## config.mk

```make
export PLATFORM = sky130hd
export DESIGN_NAME = dual_oscillator_clock_generator
export DESIGN_NICKNAME = d
export VERILOG_FILES = /design/src/rtl/clkgen_pkg.sv /design/src/rtl/osc_edge_sync.sv /design/src/rtl/main_divider.sv /design/src/rtl/dual_oscillator_clock_generator.sv
export SDC_FILE = /design/constraint.sdc
export NUM_CORES = 1
export LEC_CHECK = 0
export BUFFER_PORTS_ARGS = -buffer_cell sky130_fd_sc_hd__clkbuf_2
export CAP_MARGIN = 30
export CELL_PAD_IN_SITES_DETAIL_PLACEMENT = 1
export CELL_PAD_IN_SITES_GLOBAL_PLACEMENT = 2
export CORE_UTILIZATION = 34
export CTS_BUF_LIST = sky130_fd_sc_hd__clkbuf_4 sky130_fd_sc_hd__clkbuf_8 sky130_fd_sc_hd__clkbuf_16
export CTS_CLUSTER_SIZE = 10
export DETAILED_ROUTE_END_ITERATION = 7
export PLACE_DENSITY = 0.79
export SLEW_MARGIN = 15
export SYNTH_ARGS = -nofsm -noshare
export SYNTH_HDL_FRONTEND = slang
export SYNTH_SLANG_ARGS = --single-unit
```

## constraint.sdc

```tcl
create_clock -name i_clock -period 2.5 [get_ports i_clock]
set_input_delay 0 -clock i_clock [delete_from_list [all_inputs] [get_ports i_clock]]
set_output_delay 0 -clock i_clock [all_outputs]
set_load 0.01 [all_outputs]
```

## src/rtl/clkgen_pkg.sv

```systemverilog
package clkgen_pkg;

    // register port widths
    localparam int ADDR_W = 8;
    localparam int DATA_W = 8;

    // register offset and reset value
    localparam logic [ADDR_W-1:0] ADDR_CPU_CLOCK_CTRL  = 8'h00;
    localparam logic [DATA_W-1:0] CPU_CLOCK_CTRL_RESET = 8'h04;
    localparam logic [DATA_W-1:0] CPU_CLOCK_CTRL_WMASK = 8'hd7;

    // field positions
    localparam int MAIN_OSC_STOP_BIT    = 7;
    localparam int FEEDBACK_RES_BIT     = 6;
    localparam int CLOCK_STATUS_BIT     = 5;
    localparam int CLOCK_SOURCE_BIT     = 4;
    localparam int DIV_SEL_MSB          = 2;
    localparam int DIV_SEL_W            = 3;

    // divider select limits
    localparam logic [DIV_SEL_W-1:0] DIV_SEL_MAX = 3'h4;

    // oscillation stabilization, counted in main oscillator edges
    localparam int STAB_EDGES_DEFAULT = 131072;
    localparam int STAB_CNT_W         = 18;

    // subsystem edges per instruction, minus one
    localparam logic [1:0] SUB_INST_LAST = 2'h3;

    // instructions on the old clock before a switchover applies
    localparam int            SWITCH_CNT_W      = 5;
    localparam logic [4:0]    MAIN_SWITCH_INSTR = 5'h10;
    localparam logic [4:0]    SUB_SWITCH_INSTR  = 5'h01;

endpackage

```

## src/rtl/osc_edge_sync.sv

```systemverilog
module osc_edge_sync
    import clkgen_pkg::*;
(
    // clock and reset
    input  wire logic i_clock,
    input  wire logic i_rst_n,
    // oscillator pin
    input  wire logic i_pin,
    // rising edge pulse
    output logic      o_edge
);
    import clkgen_pkg::*;

    logic stage1;
    logic stage2;
    logic stage3;

    always_ff @(posedge i_clock or negedge i_rst_n) begin
        if (!i_rst_n) begin
            stage1 <= 1'b0;
            stage2 <= 1'b0;
            stage3 <= 1'b0;
        end else begin
            stage1 <= i_pin;
            stage2 <= stage1;
            stage3 <= stage2;
        end
    end

    assign o_edge = stage2 && !stage3;

endmodule

```

## src/rtl/main_divider.sv

```systemverilog
module main_divider
    import clkgen_pkg::*;
(
    // clock and reset
    input  wire logic                 i_clock,
    input  wire logic                 i_rst_n,
    // control
    input  wire logic                 i_clear,
    input  wire logic                 i_edge,
    input  wire logic [DIV_SEL_W-1:0] i_div_sel,
    // ticks
    output logic                      o_inst_tick,
    output logic                      o_periph_tick
);
    import clkgen_pkg::*;

    logic [4:0] count;
    logic [4:0] next_count;
    logic [4:0] mask;

    // low sel+1 bits all ones: divide by 2, 4, 8, 16, 32
    assign mask          = 5'h1f >> (DIV_SEL_MAX - i_div_sel);
    assign o_inst_tick   = i_edge && ((count & mask) == mask);
    assign o_periph_tick = i_edge && count[0];
    assign next_count    = i_clear ? 5'h00 : (i_edge ? count + 5'h01 : count);

    always_ff @(posedge i_clock or negedge i_rst_n) begin
        if (!i_rst_n) begin
            count <= 5'h00;
        end else begin
            count <= next_count;
        end
    end

endmodule

```

## src/rtl/dual_oscillator_clock_generator.sv

```systemverilog
// Behaviour
// - reset loads control register with 04h
// - main oscillator stopped while reset low
// - five main instruction times via divider field
// - STOP and HALT available on main clock
// - bit 6 disables subsystem feedback resistor
// - subsystem clock: HALT allowed, STOP refused
// - peripherals on main clock, watch/clkout on sub
// - status bit 5 shows active clock
// - main stop bit waits for subsystem switch
// - source bit selects subsystem, main runs on until stop bit set
// - subsystem ignores divider, fixed instruction time
// - watchdog counting halts on subsystem clock
// - STOP, or stop bit on subsystem clock, pulls main output up
// - switchover lags write by some instructions
// - stabilization wait before main clock execution
//
// Local design decisions: the register addresses and the strobed register port.
module dual_oscillator_clock_generator
    import clkgen_pkg::*;
#(
    parameter int STAB_EDGES = STAB_EDGES_DEFAULT
) (
    // clock and reset
    input  wire logic              i_clock,
    input  wire logic              i_rst_n,
    // register port
    input  wire logic [ADDR_W-1:0] i_addr,
    input  wire logic [DATA_W-1:0] i_wdata,
    input  wire logic              i_write,
    input  wire logic              i_read,
    output logic      [DATA_W-1:0] o_rdata,
    // oscillator pins
    input  wire logic              i_main_osc_in,
    input  wire logic              i_sub_osc_in,
    // standby requests
    input  wire logic              i_stop_req,
    input  wire logic              i_halt_req,
    input  wire logic              i_wake,
    // oscillator control
    output logic                   o_main_osc_run,
    output logic                   o_main_osc_out_pullup,
    output logic                   o_feedback_resistor_off,
    // clock enables
    output logic                   o_cpu_tick,
    output logic                   o_periph_tick,
    output logic                   o_watch_tick,
    output logic                   o_clkout_tick,
    output logic                   o_wdt_count_en,
    // status
    output logic                   o_cpu_clock_status,
    output logic                   o_halted,
    output logic                   o_stopped
);
    import clkgen_pkg::*;

    ////////////////////////////////////////////////////////////////////////////
    // decode helpers

    function automatic logic [DIV_SEL_W-1:0] div_clamp(input logic [DIV_SEL_W-1:0] sel);
        div_clamp = (sel > DIV_SEL_MAX) ? DIV_SEL_MAX : sel;
    endfunction

    ////////////////////////////////////////////////////////////////////////////
    // state

    logic [DATA_W-1:0]       cpu_clock_ctrl_reg;
    logic                    act_css;
    logic [DIV_SEL_W-1:0]    act_div;
    logic [SWITCH_CNT_W-1:0] switch_cnt;
    logic [STAB_CNT_W-1:0]   stab_cnt;
    logic                    main_stable;
    logic [1:0]              sub_cnt;

    ////////////////////////////////////////////////////////////////////////////
    // register decode

    logic                    reg_hit_wr;
    logic                    reg_hit_rd;
    logic                    main_osc_stop;
    logic                    clock_source_select;
    logic [DIV_SEL_W-1:0]    div_req;
    logic [DATA_W-1:0]       read_value;
    logic [DATA_W-1:0]       next_ctrl;
    logic [DATA_W-1:0]       next_rdata;

    assign reg_hit_wr          = i_write && (i_addr == ADDR_CPU_CLOCK_CTRL);
    assign reg_hit_rd          = i_read && (i_addr == ADDR_CPU_CLOCK_CTRL);
    assign main_osc_stop       = cpu_clock_ctrl_reg[MAIN_OSC_STOP_BIT];
    assign clock_source_select = cpu_clock_ctrl_reg[CLOCK_SOURCE_BIT];
    assign div_req             = div_clamp(cpu_clock_ctrl_reg[DIV_SEL_MSB:0]);
    assign next_ctrl           = reg_hit_wr ? (i_wdata & CPU_CLOCK_CTRL_WMASK)
                                            : cpu_clock_ctrl_reg;
    // status bit is the clock actually in use
    assign read_value          = {cpu_clock_ctrl_reg[7:6], act_css,
                                  cpu_clock_ctrl_reg[4:0]};
    assign next_rdata          = reg_hit_rd ? read_value : 8'h00;

    ////////////////////////////////////////////////////////////////////////////
    // oscillator edges and stabilization

    logic main_edge_raw;
    logic main_edge;
    logic sub_edge;
    logic next_run;
    logic next_stable;
    logic [STAB_CNT_W-1:0] next_stab_cnt;
    logic stab_last;

    osc_edge_sync u_main_sync (
        .i_clock (i_clock),
        .i_rst_n (i_rst_n),
        .i_pin   (i_main_osc_in),
        .o_edge  (main_edge_raw)
    );

    osc_edge_sync u_sub_sync (
        .i_clock (i_clock),
        .i_rst_n (i_rst_n),
        .i_pin   (i_sub_osc_in),
        .o_edge  (sub_edge)
    );

    assign main_edge     = main_edge_raw && o_main_osc_run;
    // stop bit only bites once the subsystem clock is active
    assign next_run      = !o_stopped && !(main_osc_stop && act_css);
    assign stab_last     = (stab_cnt == STAB_CNT_W'(STAB_EDGES - 1));
    assign next_stab_cnt = !o_main_osc_run ? '0
                         : (main_edge && !main_stable) ? stab_cnt + 1'b1
                         : stab_cnt;
    assign next_stable   = o_main_osc_run && (main_stable || (main_edge && stab_last));

    ////////////////////////////////////////////////////////////////////////////
    // instruction ticks

    logic main_inst;
    logic periph_raw;
    logic sub_inst;
    logic run_ok;
    logic cpu_tick_int;

    main_divider u_divider (
        .i_clock       (i_clock),
        .i_rst_n       (i_rst_n),
        .i_clear       (!main_stable),
        .i_edge        (main_edge),
        .i_div_sel     (act_div),
        .o_inst_tick   (main_inst),
        .o_periph_tick (periph_raw)
    );

    assign sub_inst     = sub_edge && (sub_cnt == SUB_INST_LAST);
    assign run_ok       = !o_halted && !o_stopped;
    assign cpu_tick_int = run_ok && (act_css ? sub_inst : (main_inst && main_stable));

    ////////////////////////////////////////////////////////////////////////////
    // delayed switchover

    logic                    pend;
    logic                    apply;
    logic [SWITCH_CNT_W-1:0] switch_need;
    logic [SWITCH_CNT_W-1:0] switch_inc;
    logic [SWITCH_CNT_W-1:0] next_switch_cnt;

    assign pend            = (clock_source_select != act_css) || (div_req != act_div);
    assign switch_need     = act_css ? SUB_SWITCH_INSTR : (MAIN_SWITCH_INSTR >> act_div);
    assign switch_inc      = switch_cnt + 5'h01;
    assign apply           = pend && cpu_tick_int && !reg_hit_wr
                           && (switch_inc >= switch_need);
    assign next_switch_cnt = (reg_hit_wr || !pend || apply) ? 5'h00
                           : (cpu_tick_int ? switch_inc : switch_cnt);

    ////////////////////////////////////////////////////////////////////////////
    // standby

    logic stop_ok;
    logic next_stop;
    logic next_halt;

    // STOP refused while the subsystem clock runs the cpu
    assign stop_ok   = i_stop_req && !act_css;
    assign next_stop = stop_ok ? 1'b1 : (i_wake ? 1'b0 : o_stopped);
    assign next_halt = i_halt_req ? 1'b1 : (i_wake ? 1'b0 : o_halted);

    ////////////////////////////////////////////////////////////////////////////
    // registers

    always_ff @(posedge i_clock or negedge i_rst_n) begin
        if (!i_rst_n) begin
            cpu_clock_ctrl_reg <= CPU_CLOCK_CTRL_RESET;
            o_rdata            <= 8'h00;
        end else begin
            cpu_clock_ctrl_reg <= next_ctrl;
            o_rdata            <= next_rdata;
        end
    end

    always_ff @(posedge i_clock or negedge i_rst_n) begin
        if (!i_rst_n) begin
            act_css    <= 1'b0;
            act_div    <= DIV_SEL_MAX;
            switch_cnt <= 5'h00;
        end else begin
            act_css    <= apply ? clock_source_select : act_css;
            act_div    <= apply ? div_req : act_div;
            switch_cnt <= next_switch_cnt;
        end
    end

    always_ff @(posedge i_clock or negedge i_rst_n) begin
        if (!i_rst_n) begin
            o_main_osc_run        <= 1'b0;
            o_main_osc_out_pullup <= 1'b0;
            stab_cnt              <= '0;
            main_stable           <= 1'b0;
        end else begin
            o_main_osc_run        <= next_run;
            o_main_osc_out_pullup <= !next_run;
            stab_cnt              <= next_stab_cnt;
            main_stable           <= next_stable;
        end
    end

    always_ff @(posedge i_clock or negedge i_rst_n) begin
        if (!i_rst_n) begin
            sub_cnt   <= 2'h0;
            o_stopped <= 1'b0;
            o_halted  <= 1'b0;
        end else begin
            sub_cnt   <= sub_edge ? sub_cnt + 2'h1 : sub_cnt;
            o_stopped <= next_stop;
            o_halted  <= next_halt;
        end
    end

    always_ff @(posedge i_clock or negedge i_rst_n) begin
        if (!i_rst_n) begin
            o_cpu_tick              <= 1'b0;
            o_periph_tick           <= 1'b0;
            o_watch_tick            <= 1'b0;
            o_clkout_tick           <= 1'b0;
            o_wdt_count_en          <= 1'b0;
            o_cpu_clock_status      <= 1'b0;
            o_feedback_resistor_off <= 1'b0;
        end else begin
            o_cpu_tick              <= cpu_tick_int;
            o_periph_tick           <= periph_raw && main_stable;
            o_watch_tick            <= sub_edge;
            o_clkout_tick           <= sub_edge;
            o_wdt_count_en          <= !act_css && main_stable && !o_stopped;
            o_cpu_clock_status      <= act_css;
            o_feedback_resistor_off <= cpu_clock_ctrl_reg[FEEDBACK_RES_BIT];
        end
    end

    logic seen_write;

    always_ff @(posedge i_clock or negedge i_rst_n) begin
        if (!i_rst_n) begin
            seen_write <= 1'b0;
        end else begin
            seen_write <= seen_write || reg_hit_wr;
        end
    end
endmodule

```

==> key figures, run 1 <==
Detailed routing
  – 1st-iter DRT viols: 56
  – Highest metal used: met4
  – Detailed-route vias per instance: 4.877
  – WL final: 6.556 mm
  – DRC viols: 0
  – Wl on met1: 3.019 mm
  – DRT antenna net count: 0
  – Initial DRT Pass Iterations: 4
  – WL/cell: 14.35 um
  – Met3 WL: 178 um
  – DR vias: 2229
  – Met2 routed WL: 3.274 mm

Cells and area
  – # diodes: 0
  – Sequential Area: 1604 um^2
  – Util after Layout: 0.4383
  – # fillers: 958
  – Largest register FFs: 18
  – Area delta synth->final: 24.34%
  – Post-route cell area: 3822 um^2
  – Layout Nets: 387
  – Most common cell after layout, fill and taps aside: dfrtp_1
  – Multi-input logic area: 1383 um^2
  – Fraction of layout cells with a size suffix above 1: 0.2837
  – Commonest cells after routing, fill and taps aside: dfrtp_1 (62), clkbuf_2 (39), nand2_1 (20)
  – Non-Filler Instances: 457

Setup path
  – CP Data Arrival Time: 2.65 ns
  – Crit path cell chain: inv_2 > ha_4 > ha_1 > or2_2 > ha_1 > nor2b_1 > o21ai_1 > a31o_2 > or4b_1 > a31oi_1
  – Setup CP Type: reg -> reg
  – Worst path slowest cell: or4b_1
  – WP buf/inv: 1
  – R2R cell count: 10
  – CP Max Fanout: 4
  – Critical R2R Launch: act_div[0]
  – Flop2flop setup slack: 0.13 ns
  – CP most frequent cell: ha_1
  – Crit path largest cell delay: 0.46 ns
  – Worst endpoint required time: 2.78 ns
  – R2r endpoint: switch_cnt[2]
  – CP Capture Type: register
  – Cell family with the largest share of critical-path delay: simple AND/OR/NAND/NOR gates
  – Critical path startpoint category: register

Logic synthesis
  – Yosys warnings: 0
  – Top FF cell, synth: dfrtp_1
  – Syn_area_per_cell: 11.39 um^2
  – Number of cells produced by synthesis: 270
  – Unique masters post-synth: 54
  – Post-synth EDFFs: 0
  – Asr flop ratio synth: 1.000
  – #FFs+latches synth: 64
  – Syn Nets: 313
  – Sequential-to-total area share from yosys stat: 0.5218
  – Post-synthesis instance area: 3074 um^2

STA
  – F_max: 0.4218 GHz
  – Worst-margin pin slew: 0.6623 ns
  – Final critical-path share of the clock period: 0.9483
  – Slew HR: 0.5585
  – Final Hold Vio Count: 0
  – Final setup margin: 0.1294 ns
  – Clock skew: 0.01333 ns
  – Finish-stage setup viols: 0
  – Hold Slack: 0.1207 ns
  – Final-report max-slew violation count: 0
  – RSZ-0062 raised after global routing: yes
  – Fin crit period: 2.371 ns
  – Setup_tns: 0 ns

Placed design
  – # port buffers: 40
  – Routability cong.: 0.7516
  – Pre-CTS setup slack: 0.01417 ns
  – Final HPWL DP: 4.625 mm
  – Area post-placement: 3506 um^2
  – Placed Cells: 427

Power
  – Lkg Pwr: 1.798 nW
  – Final Total Pwr: 2.045 mW
  – Maximum vdd drop: 0.2693 mV
  – Pwr dens: 535.1 nW/um^2

Floorplanning
  – # IOs: 44
  – Die Span Y: 97.09 um
  – Core area: 8721 um^2
  – Initial Utilization: 0.3525
  – Die Area: 9426 um^2
  – FP Rows: 34
  – DIE WIDTH: 97.09 um

Global routing
  – Remaining global-route overflow: 0
  – Initial antenna violation count: 0
  – Global-route usage over all layers: 0.1591
  – First-pass GRT wire length: 11.91 mm
  – Largest net degree at the start of global routing: 30
  – Vias in the first global route: 2403

Clocking
  – Clk sinks: 64
  – CTS Buf Count: 9
  – CTS H-tree lvls: 3
  – Clk buf depth: 2
  – Clock transition at path regs: 0.08 ns
  – TritonCTS clock tree: built
  – Worst-Skew Late Latency: 0.35 ns
  – Clk root buf: clkbuf_8

Run status
  – Outcome: finished, final reports clean

Hold path
  – Worst Hold End: cpu_clock_ctrl_reg[1]
  – Hold Path Cell Cnt: 4
  – HP Class: in -> reg
  – Min-Delay Startpoint: i_write

Flow run
  – Max Cap Violations: 0
layout make-up:
cell class                      count  share of cell area
Tap cell                          108             0.03535
Sequential cell                    64              0.4196
Clock buffer                        9             0.03241
Timing Repair Buffer               72              0.1237
Clock inverter                      7             0.01440
Multi-Input combinational cell    184              0.3617
Inverter                           13             0.01277
repair_timing:
item                                   in CTS  in global routing
gates resized for setup                     0                  1
endpoints found under the hold margin      35                  0
buffers inserted                            0                  1
setup endpoints to repair                   0                  5
hold buffers                               13                  0
where the power goes:
group | internal [mW] | switching, mW | leakage, nW
logic | 0.0673 | 0.0680 | 0.862
registers | 1.07 | 0.0256 | 0.850
clock network | 0.367 | 0.448 | 0.0862
cell families (layout without fill, tap and decap cells):
| logic type | after synthesis | count (layout) | share of synthesized area |
|---|---|---|---|
| AO/OA/AOI/OAI | 38 | 38 | 0.08588 |
| XOR/XNOR | 20 | 20 | 0.05698 |
| adder cells (fa/ha/maj) | 18 | 18 | 0.07326 |
| buffers and inverters | 22 | 101 | 0.03256 |
| flip-flops | 64 | 64 | 0.5218 |
| multiplexers | 11 | 11 | 0.03989 |
| other | 1 | 1 | 0.001220 |
| AND/OR/NAND/NOR | 96 | 96 | 0.1884 |
routing by layer:
layer	up-vias	global-route usage
li1	1086	-
met1	1105	0.1974
met2	29	0.2698
met3	9	0.04101
met4	0	0.05166
met5	-	0
worst reg2reg max path: stages (launching register included):
cell	delay (ns)
dfrtp_1	0.37
inv_2	0.07
ha_4	0.16
ha_1	0.16
or2_2	0.27
ha_1	0.27
nor2b_1	0.11
o21ai_1	0.09
a31o_2	0.23
or4b_1	0.46
a31oi_1	0.13
Yosys cell counts, types with 3 or more instances:
master | count | area [um^2]
ha_1 | 18 | 225.2
or3b_1 | 3 | 26.28
inv_1 | 13 | 48.80
o21ai_0 | 6 | 30.03
mux2_2 | 10 | 112.6
or3_1 | 6 | 37.54
clkbuf_1 | 4 | 15.01
dfrtp_1 | 62 | 1551
and2_1 | 13 | 81.33
nand3_1 | 11 | 55.05
nor3_1 | 4 | 20.02
and3_1 | 3 | 18.77
nor2_1 | 11 | 41.29
nand2_1 | 20 | 75.07
a21o_1 | 3 | 22.52
a21oi_1 | 9 | 45.04
xnor2_1 | 16 | 140.1
xor2_1 | 4 | 35.03
nand4_1 | 3 | 18.77
nor4_1 | 3 | 18.77
nor2b_1 | 4 | 25.02
worst max-delay path by stage:
stage / startpoint / end / slack [ns] / depth (start not counted)
after floorplan: act_div[0] / switch_cnt[2] / 0.001 / 10
after global placement: act_div[1] / switch_cnt[2] / 0.06 / 10
after detailed placement: act_div[0] / switch_cnt[2] / 0.01 / 10
after CTS: act_div[0] / switch_cnt[2] / 0.008 / 10
after global routing: act_div[0] / act_div[1] / -0.004 / 11
final: act_div[0] / switch_cnt[2] / 0.13 / 10
(Power assumes the default switching activity.)
==> run 2, diff against run 1 <==
--- a/config.mk
+++ b/config.mk
@@ -13,8 +13,9 @@
 export CTS_BUF_LIST = sky130_fd_sc_hd__clkbuf_4 sky130_fd_sc_hd__clkbuf_8 sky130_fd_sc_hd__clkbuf_16
 export CTS_CLUSTER_SIZE = 10
 export DETAILED_ROUTE_END_ITERATION = 7
-export PLACE_DENSITY = 0.79
+export PLACE_DENSITY = 0.78
 export SLEW_MARGIN = 15
 export SYNTH_ARGS = -nofsm -noshare
 export SYNTH_HDL_FRONTEND = slang
+export SYNTH_HIERARCHICAL = 1
 export SYNTH_SLANG_ARGS = --single-unit
==> key figures, run 2 <==
Placed design
  – # port buffers: 40 (unchanged)
  – Area post-placement: 3372 um^2 (was 3506 um^2)
  – Routability cong.: 0.7339 (was 0.7516)
  – Final HPWL DP: 4.314 mm (was 4.625 mm)
  – Placed Cells: 410 (was 427)

Clocking
  – Clk buf depth: 2 (unchanged)
  – Clk root buf: clkbuf_8 (unchanged)
  – CTS H-tree lvls: 3 (unchanged)
  – Clk sinks: 64 (unchanged)
  – CTS Buf Count: 9 (unchanged)
  – PostCTS Resize Cnt: 0 (unchanged)
  – Clock transition at path regs: 0.07 ns (was 0.08 ns)
  – Worst-Skew Late Latency: 0.34 ns (was 0.35 ns)
  – TritonCTS clock tree: built (unchanged)

Power
  – Reported net switching power: 0.4867 mW (was 0.5421 mW)
  – Lkg Pwr: 1.858 nW (was 1.798 nW)
  – Comb pwr share: 0.068 (was 0.066)
  – Int Power: 1.609 mW (was 1.503 mW)
  – Pwr dens: 565.8 nW/um^2 (was 535.1 nW/um^2)
  – Clk pwr share: 0.410 (was 0.399)
  – Maximum vdd drop: 0.3033 mV (was 0.2693 mV)
  – Sw Ratio: 0.2323 (was 0.2650)
  – Sequential power share: 0.522 (was 0.535)
  – Final Total Pwr: 2.095 mW (was 2.045 mW)

Floorplanning
  – DIE WIDTH: 96.27 um (was 97.09 um)
  – Die Area: 9268 um^2 (was 9426 um^2)
  – Initial Utilization: 0.3482 (was 0.3525)
  – Die Span Y: 96.27 um (was 97.09 um)
  – # IOs: 44 (unchanged)
  – FP Rows: 34 (unchanged)
  – Core area: 8678 um^2 (was 8721 um^2)

Logic synthesis
  – Syn_area_per_cell: 11.62 um^2 (was 11.39 um^2)
  – Top post-synthesis cells by area: dfrtp_1 (51%), ha_1 (5.0%), xor2_1 (4.3%), xnor2_1 (4.1%), and2_1 (3.9%) (was dfrtp_1 (50%), ha_1 (7.3%), xnor2_1 (4.6%), mux2_2 (3.7%), and2_1 (2.6%))
  – Yosys warnings: 6 (was 0)
  – Syn Nets: 297 (was 313)
  – Synth area leader: dfrtp_1 (unchanged)
  – Top cells by count, synth: dfrtp_1 (62), and2_1 (19), nand2_1 (16) (was dfrtp_1 (62), nand2_1 (20), ha_1 (18))
  – Synth top area share: 0.5135 (was 0.5047)
  – Number of cells produced by synthesis: 260 (was 270)
  – Asr flop ratio synth: 1.000 (unchanged)
  – Post-synth EDFFs: 0 (unchanged)
  – Post-synthesis instance area: 3022 um^2 (was 3074 um^2)
  – Sequential-to-total area share from yosys stat: 0.5308 (was 0.5218)
  – #FFs+latches synth: 64 (unchanged)
  – Unique masters post-synth: 45 (was 54)
  – Top-count cell post-synth: dfrtp_1 (unchanged)
  – Top FF cell, synth: dfrtp_1 (unchanged)

Setup path
  – Worst path slowest cell: or3_4 (was or4b_1)
  – Setup CP Type: reg -> reg (unchanged)
  – Crit path largest cell delay: 0.43 ns (was 0.46 ns)
  – Crit path cell chain: inv_1 > ha_1 > xor2_1 > o21ai_0 > a21boi_1 > nand3b_1 > a211o_2 > or3_4 > mux2_4 (was inv_2 > ha_4 > ha_1 > or2_2 > ha_1 > nor2b_1 > o21ai_1 > a31o_2 > or4b_1 > a31oi_1)
  – CP Max Fanout: 4 (unchanged)
  – CP Data Arrival Time: 2.55 ns (was 2.65 ns)
  – WP buf/inv: 1 (unchanged)
  – CP Capture Type: register (unchanged)
  – Worst endpoint required time: 2.72 ns (was 2.78 ns)
  – Cell family with the largest share of critical-path delay: compound AO/OA/AOI/OAI gates (was simple AND/OR/NAND/NOR gates)
  – Critical path startpoint category: register (unchanged)

Hold path
  – HP Class: in -> async (was in -> reg)

Cells and area
  – Post-route cell area: 3704 um^2 (was 3822 um^2)
  – Non-Filler Instances: 440 (was 457)
  – Commonest cells after routing, fill and taps aside: dfrtp_1 (62), clkbuf_2 (40), and2_1 (19) (was dfrtp_1 (62), clkbuf_2 (39), nand2_1 (20))
  – Area delta synth->final: 22.57% (was 24.34%)
  – Fraction of layout cells with a size suffix above 1: 0.2560 (was 0.2837)
  – Layout Nets: 364 (was 387)
  – # fillers: 977 (was 958)
  – # diodes: 0 (unchanged)
  – Most common cell after layout, fill and taps aside: dfrtp_1 (unchanged)
  – Largest register FFs: 18 (unchanged)

Detailed routing
  – DRT antenna net count: 0 (unchanged)
  – Initial DRT Pass Iterations: 6 (was 4)
  – DR vias: 2120 (was 2229)
  – 1st-iter DRT viols: 70 (was 56)
  – WL final: 6.035 mm (was 6.556 mm)
  – DRC viols: 0 (unchanged)
  – WL/cell: 13.72 um (was 14.35 um)
  – Detailed-route vias per instance: 4.818 (was 4.877)

STA
  – RSZ-0062 raised after global routing: no (was yes)
  – F_max: 0.4294 GHz (was 0.4218 GHz)
  – Fin crit period: 2.329 ns (was 2.371 ns)
  – Hold Slack: 0.08896 ns (was 0.1207 ns)
  – Final-report max-slew violation count: 0 (unchanged)
  – Final critical-path share of the clock period: 0.9316 (was 0.9483)
  – Finish-stage setup viols: 0 (unchanged)
  – Clock skew: 0.008543 ns (was 0.01333 ns)
  – Setup_tns: 0 ns (unchanged)
  – Final Hold Vio Count: 0 (unchanged)

Global routing
  – Largest net degree at the start of global routing: 35 (was 30)
  – First-pass GRT wire length: 10.10 mm (was 11.91 mm)
  – Global-route usage over all layers: 0.1461 (was 0.1591)
  – Initial antenna violation count: 0 (unchanged)
  – Remaining global-route overflow: 0 (unchanged)
  – Vias in the first global route: 2151 (was 2403)

Run status
  – Outcome: finished, final reports clean (unchanged)

Flow run
  – Max Cap Violations: 0 (unchanged)
[run 2: layout make-up]
| class | count | area [um^2] | area share |
|---|---|---|---|
| clock buffer | 10 | 131.4 | 0.03547 |
| clock inverter | 6 | 60.06 | 0.01622 |
| inverter | 11 | 41.29 | 0.01115 |
| multi-input combinational | 178 | 1324 | 0.3574 |
| sequential | 64 | 1604 | 0.4331 |
| tap | 108 | 135.1 | 0.03649 |
| timing repair buffer | 63 | 407.9 | 0.1101 |
[run 2: path summary, 6_finish.rpt]
path | start | endpoint | slack [ns] | cells past startpoint
setup / recovery | act_div[1] | act_div[0] | 0.17 | 9
hold / removal | i_rst_n | stab_cnt[5] | 0.09 | 2
setup reg to reg | act_div[1] | act_div[0] | 0.17 | 9
hold reg to reg | u_sub_sync/stage1 | u_sub_sync/stage2 | 0.36 | 0
max in group asynchronous | i_rst_n | cpu_clock_ctrl_reg[2] | 1.64 | 3
min in group i_clock | i_addr[2] | o_rdata[7] | 0.15 | 4
[run 2: worst reg2reg max path, cell delays in order (launching register included)]
cell and delay [ns]:
dfrtp_1 0.38, inv_1 0.11, ha_1 0.17, xor2_1 0.13, o21ai_0 0.10, a21boi_1 0.15
nand3b_1 0.09, a211o_2 0.35, or3_4 0.43, mux2_4 0.31
[run 2: timing repair]
action,in CTS,in global routing
buffers inserted,0,0
hold buffers,14,0
hold endpoints to repair,47,0
[run 2: cells by family (layout without fill, tap and decap cells)]
group	count (synthesis)	count (layout)	share of synthesized area
simple gates	103	103	0.1979
flops	64	64	0.5308
xor+xnor	29	29	0.08406
compound gates	20	20	0.05259
buf+inv	18	90	0.03106
mux	13	13	0.05259
fa+ha+maj	12	12	0.04969
other cells	1	1	0.001241
[run 2: power groups by stage]
stage / logic [mW] / clock network, mW / registers [mW]
6_report: 0.143 / 0.859 / 1.09
5_1_grt: 0.165 / 0.941 / 1.10
4_1_cts: 0.147 / 0.900 / 1.09
3_5_place_dp: 0.129 / 0 / 1.11
3_3_place_gp: 0.124 / 0 / 1.11
2_1_floorplan: 0.0638 / 0 / 1.11
[run 2: metrics by stage]
stage | utilization | setup slack (ns)
global placement | 0.3886 | 0.2177
finish | 0.4268 | 0.1711
global route | 0.4268 | 0.02928
CTS | 0.4268 | 0.1668
floorplan | - | 0.1314
detailed placement | 0.3886 | 0.1904
[run 2: layer usage]
metal / routed length (um) / vias to the layer above / GRT usage
li1: - / 1019 / -
met1: 2789 / 1058 / 0.1779
met2: 2969 / 38 / 0.2459
met3: 223 / 5 / 0.05055
met4: 53 / 0 / 0.03731
met5: 0 / - / 0
==> run 3, diff against run 2 <==
--- a/config.mk
+++ b/config.mk
@@ -9,11 +9,11 @@
 export CAP_MARGIN = 30
 export CELL_PAD_IN_SITES_DETAIL_PLACEMENT = 1
 export CELL_PAD_IN_SITES_GLOBAL_PLACEMENT = 2
-export CORE_UTILIZATION = 34
+export CORE_UTILIZATION = 40
 export CTS_BUF_LIST = sky130_fd_sc_hd__clkbuf_4 sky130_fd_sc_hd__clkbuf_8 sky130_fd_sc_hd__clkbuf_16
 export CTS_CLUSTER_SIZE = 10
 export DETAILED_ROUTE_END_ITERATION = 7
-export PLACE_DENSITY = 0.78
+export PLACE_DENSITY = 0.86
 export SLEW_MARGIN = 15
 export SYNTH_ARGS = -nofsm -noshare
 export SYNTH_HDL_FRONTEND = slang
==> constraint.sdc (replaced) <==
create_clock -name i_clock -period 2.9 [get_ports i_clock]
set_input_delay 0 -clock i_clock [delete_from_list [all_inputs] [get_ports i_clock]]
set_output_delay 0 -clock i_clock [all_outputs]
set_load 0.01 [all_outputs]
==> key figures, run 3 (same netlist as run 2, synthesis figures left out) <==
Cells and area
  – Sequential Area: 1604 um^2 (unchanged)
  – Non-Filler Instances: 427 (was 440)
  – Fraction of layout cells with a size suffix above 1: 0.2470 (was 0.2560)
  – Layout Nets: 360 (was 364)
  – Largest register FFs: 18 (unchanged)
  – Post-route cell area: 3702 um^2 (was 3704 um^2)
  – Multi-input logic area: 1324 um^2 (unchanged)
  – # diodes: 0 (unchanged)
  – Most common cell after layout, fill and taps aside: dfrtp_1 (unchanged)
  – # fillers: 817 (was 977)
  – Area delta synth->final: 22.53% (was 22.57%)
  – Commonest cells after routing, fill and taps aside: dfrtp_1 (62), clkbuf_2 (40), and2_1 (19) (unchanged)
  – Util after Layout: 0.5077 (was 0.4268)

Setup path
  – Critical R2R Launch: act_div[1] (unchanged)
  – Worst Setup SP: act_div[1] (unchanged)
  – R2R cell count: 9 (unchanged)
  – CP Max Fanout: 8 (was 4)
  – CP Data Arrival Time: 2.86 ns (was 2.55 ns)
  – Worst endpoint required time: 3.12 ns (was 2.72 ns)
  – Critical path startpoint category: register (unchanged)
  – CP Capture Type: register (unchanged)
  – Setup CP Type: reg -> reg (unchanged)

Placed design
  – Final HPWL DP: 4.186 mm (was 4.314 mm)
  – # port buffers: 40 (unchanged)
  – Placed Cells: 397 (was 410)
  – Routability cong.: 0.7618 (was 0.7339)
  – Area post-placement: 3331 um^2 (was 3372 um^2)

Floorplanning
  – Die Area: 7906 um^2 (was 9268 um^2)
  – FP Rows: 31 (was 34)
  – Initial Utilization: 0.4144 (was 0.3482)
  – Core area: 7292 um^2 (was 8678 um^2)
  – DIE WIDTH: 88.92 um (was 96.27 um)
  – Die Span Y: 88.92 um (was 96.27 um)
  – # IOs: 44 (unchanged)

Global routing
  – M1 GR Usage: 0.2139 (was 0.1779)
  – Remaining global-route overflow: 0 (unchanged)
  – Initial antenna violation count: 0 (unchanged)
  – Global-route usage over all layers: 0.1769 (was 0.1461)
  – Largest net degree at the start of global routing: 29 (was 35)
  – GR Layer Usage met3: 0.04986 (was 0.05055)
  – M2 GR Usage: 0.3056 (was 0.2459)
  – GRT busiest layer: met2 (unchanged)
  – Vias in the first global route: 2223 (was 2151)
  – First-pass GRT wire length: 10.28 mm (was 10.10 mm)

Hold path
  – HP Class: in -> reg (was in -> async)
  – Hold Path Cell Cnt: 4
  – Min-Delay Startpoint: i_addr[6]

Detailed routing
  – WL/cell: 14.47 um (was 13.72 um)
  – WL final: 6.177 mm (was 6.035 mm)
  – 1st-iter DRT viols: 62 (was 70)
  – Detailed-route vias per instance: 4.956 (was 4.818)
  – DRT antenna net count: 0 (unchanged)
  – DR vias: 2116 (was 2120)
  – DRC viols: 0 (unchanged)
  – Initial DRT Pass Iterations: 4 (was 6)

STA
  – Final-report max-slew violation count: 0 (unchanged)
  – Finish-stage setup viols: 0 (unchanged)
  – Slew HR: 0.5303
  – Final critical-path share of the clock period: 0.9078 (was 0.9316)
  – F_max: 0.3798 GHz (was 0.4294 GHz)
  – Final Hold Vio Count: 0 (unchanged)
  – Clock skew: 0.01405 ns (was 0.008543 ns)
  – Fin crit period: 2.633 ns (was 2.329 ns)
  – Setup_tns: 0 ns (unchanged)
  – RSZ-0062 raised after global routing: no (unchanged)
  – Worst-margin pin slew: 0.7045 ns

Clocking
  – Post-CTS Setup Bufs: 0 (unchanged)
  – PostCTS Resize Cnt: 0 (unchanged)
  – Clk buf depth: 2 (unchanged)
  – Clock transition at path regs: 0.08 ns (was 0.07 ns)
  – Hold_buf cts: 14 (unchanged)
  – TritonCTS clock tree: built (unchanged)
  – Worst-Skew Late Latency: 0.35 ns (was 0.34 ns)
  – CTS Buf Count: 9 (unchanged)
  – Clk sinks: 64 (unchanged)
  – Clk root buf: clkbuf_8 (unchanged)
  – CTS H-tree lvls: 3 (unchanged)

Power
  – Maximum vdd drop: 0.2924 mV (was 0.3033 mV)
  – Lkg Pwr: 1.863 nW (was 1.858 nW)
  – Pwr dens: 525.1 nW/um^2 (was 565.8 nW/um^2)
  – Final Total Pwr: 1.944 mW (was 2.095 mW)

Run status
  – Outcome: finished, final reports clean (unchanged)

Flow run
  – Max Cap Violations: 0 (unchanged)
-- run 3: final cells by class --
type / count / share of cell area
sequential: 64 / 0.4333
multi-input combinational: 178 / 0.3576
timing repair buffer: 59 / 0.1021
clock buffer: 13 / 0.04495
tap: 99 / 0.03346
clock inverter: 3 / 0.01757
inverter: 11 / 0.01115
-- run 3: critical path: stages, from the launching register on --
cell,delay [ns]
dfrtp_1,0.51
inv_1,0.13
ha_1,0.21
xor2_1,0.14
o21ai_0,0.09
a21boi_1,0.16
nand3b_1,0.10
a211o_2,0.42
or3_4,0.46
mux2_4,0.31
-- run 3: path summary, 6_finish.rpt --
kind	endpoint	slack, ns
worst min register to register	u_sub_sync/stage2	0.36
min in group asynchronous	o_main_osc_out_pullup	0.24
max in group asynchronous	cpu_clock_ctrl_reg[2]	1.89
worst max register to register	act_css	0.27
worst max-delay path	act_css	0.27
worst min-delay path	o_rdata[7]	0.15
-- run 3: metal layers --
layer	wire, um	vias up
li1	-	1009
met1	2674	1052
met2	3165	43
met3	234	12
met4	102	0
met5	0	-
-- run 3: per-stage QoR --
step	setup WS (ns)	hold WS [ns]
2_1_floorplan	0.5314	-0.2956
3_3_place_gp	0.3538	0.08432
3_5_place_dp	0.2932	0.08473
4_1_cts	0.2573	0.1351
5_1_grt	0.1552	0.1603
6_report	0.2673	0.1507
-- run 3: report_power, final --
| part | switching [mW] | internal [mW] |
|---|---|---|
| Combinational | 0.0578 | 0.0622 |
| Sequential | 0.0214 | 0.922 |
| Clock | 0.331 | 0.549 |
| Total | 0.410 | 1.53 |
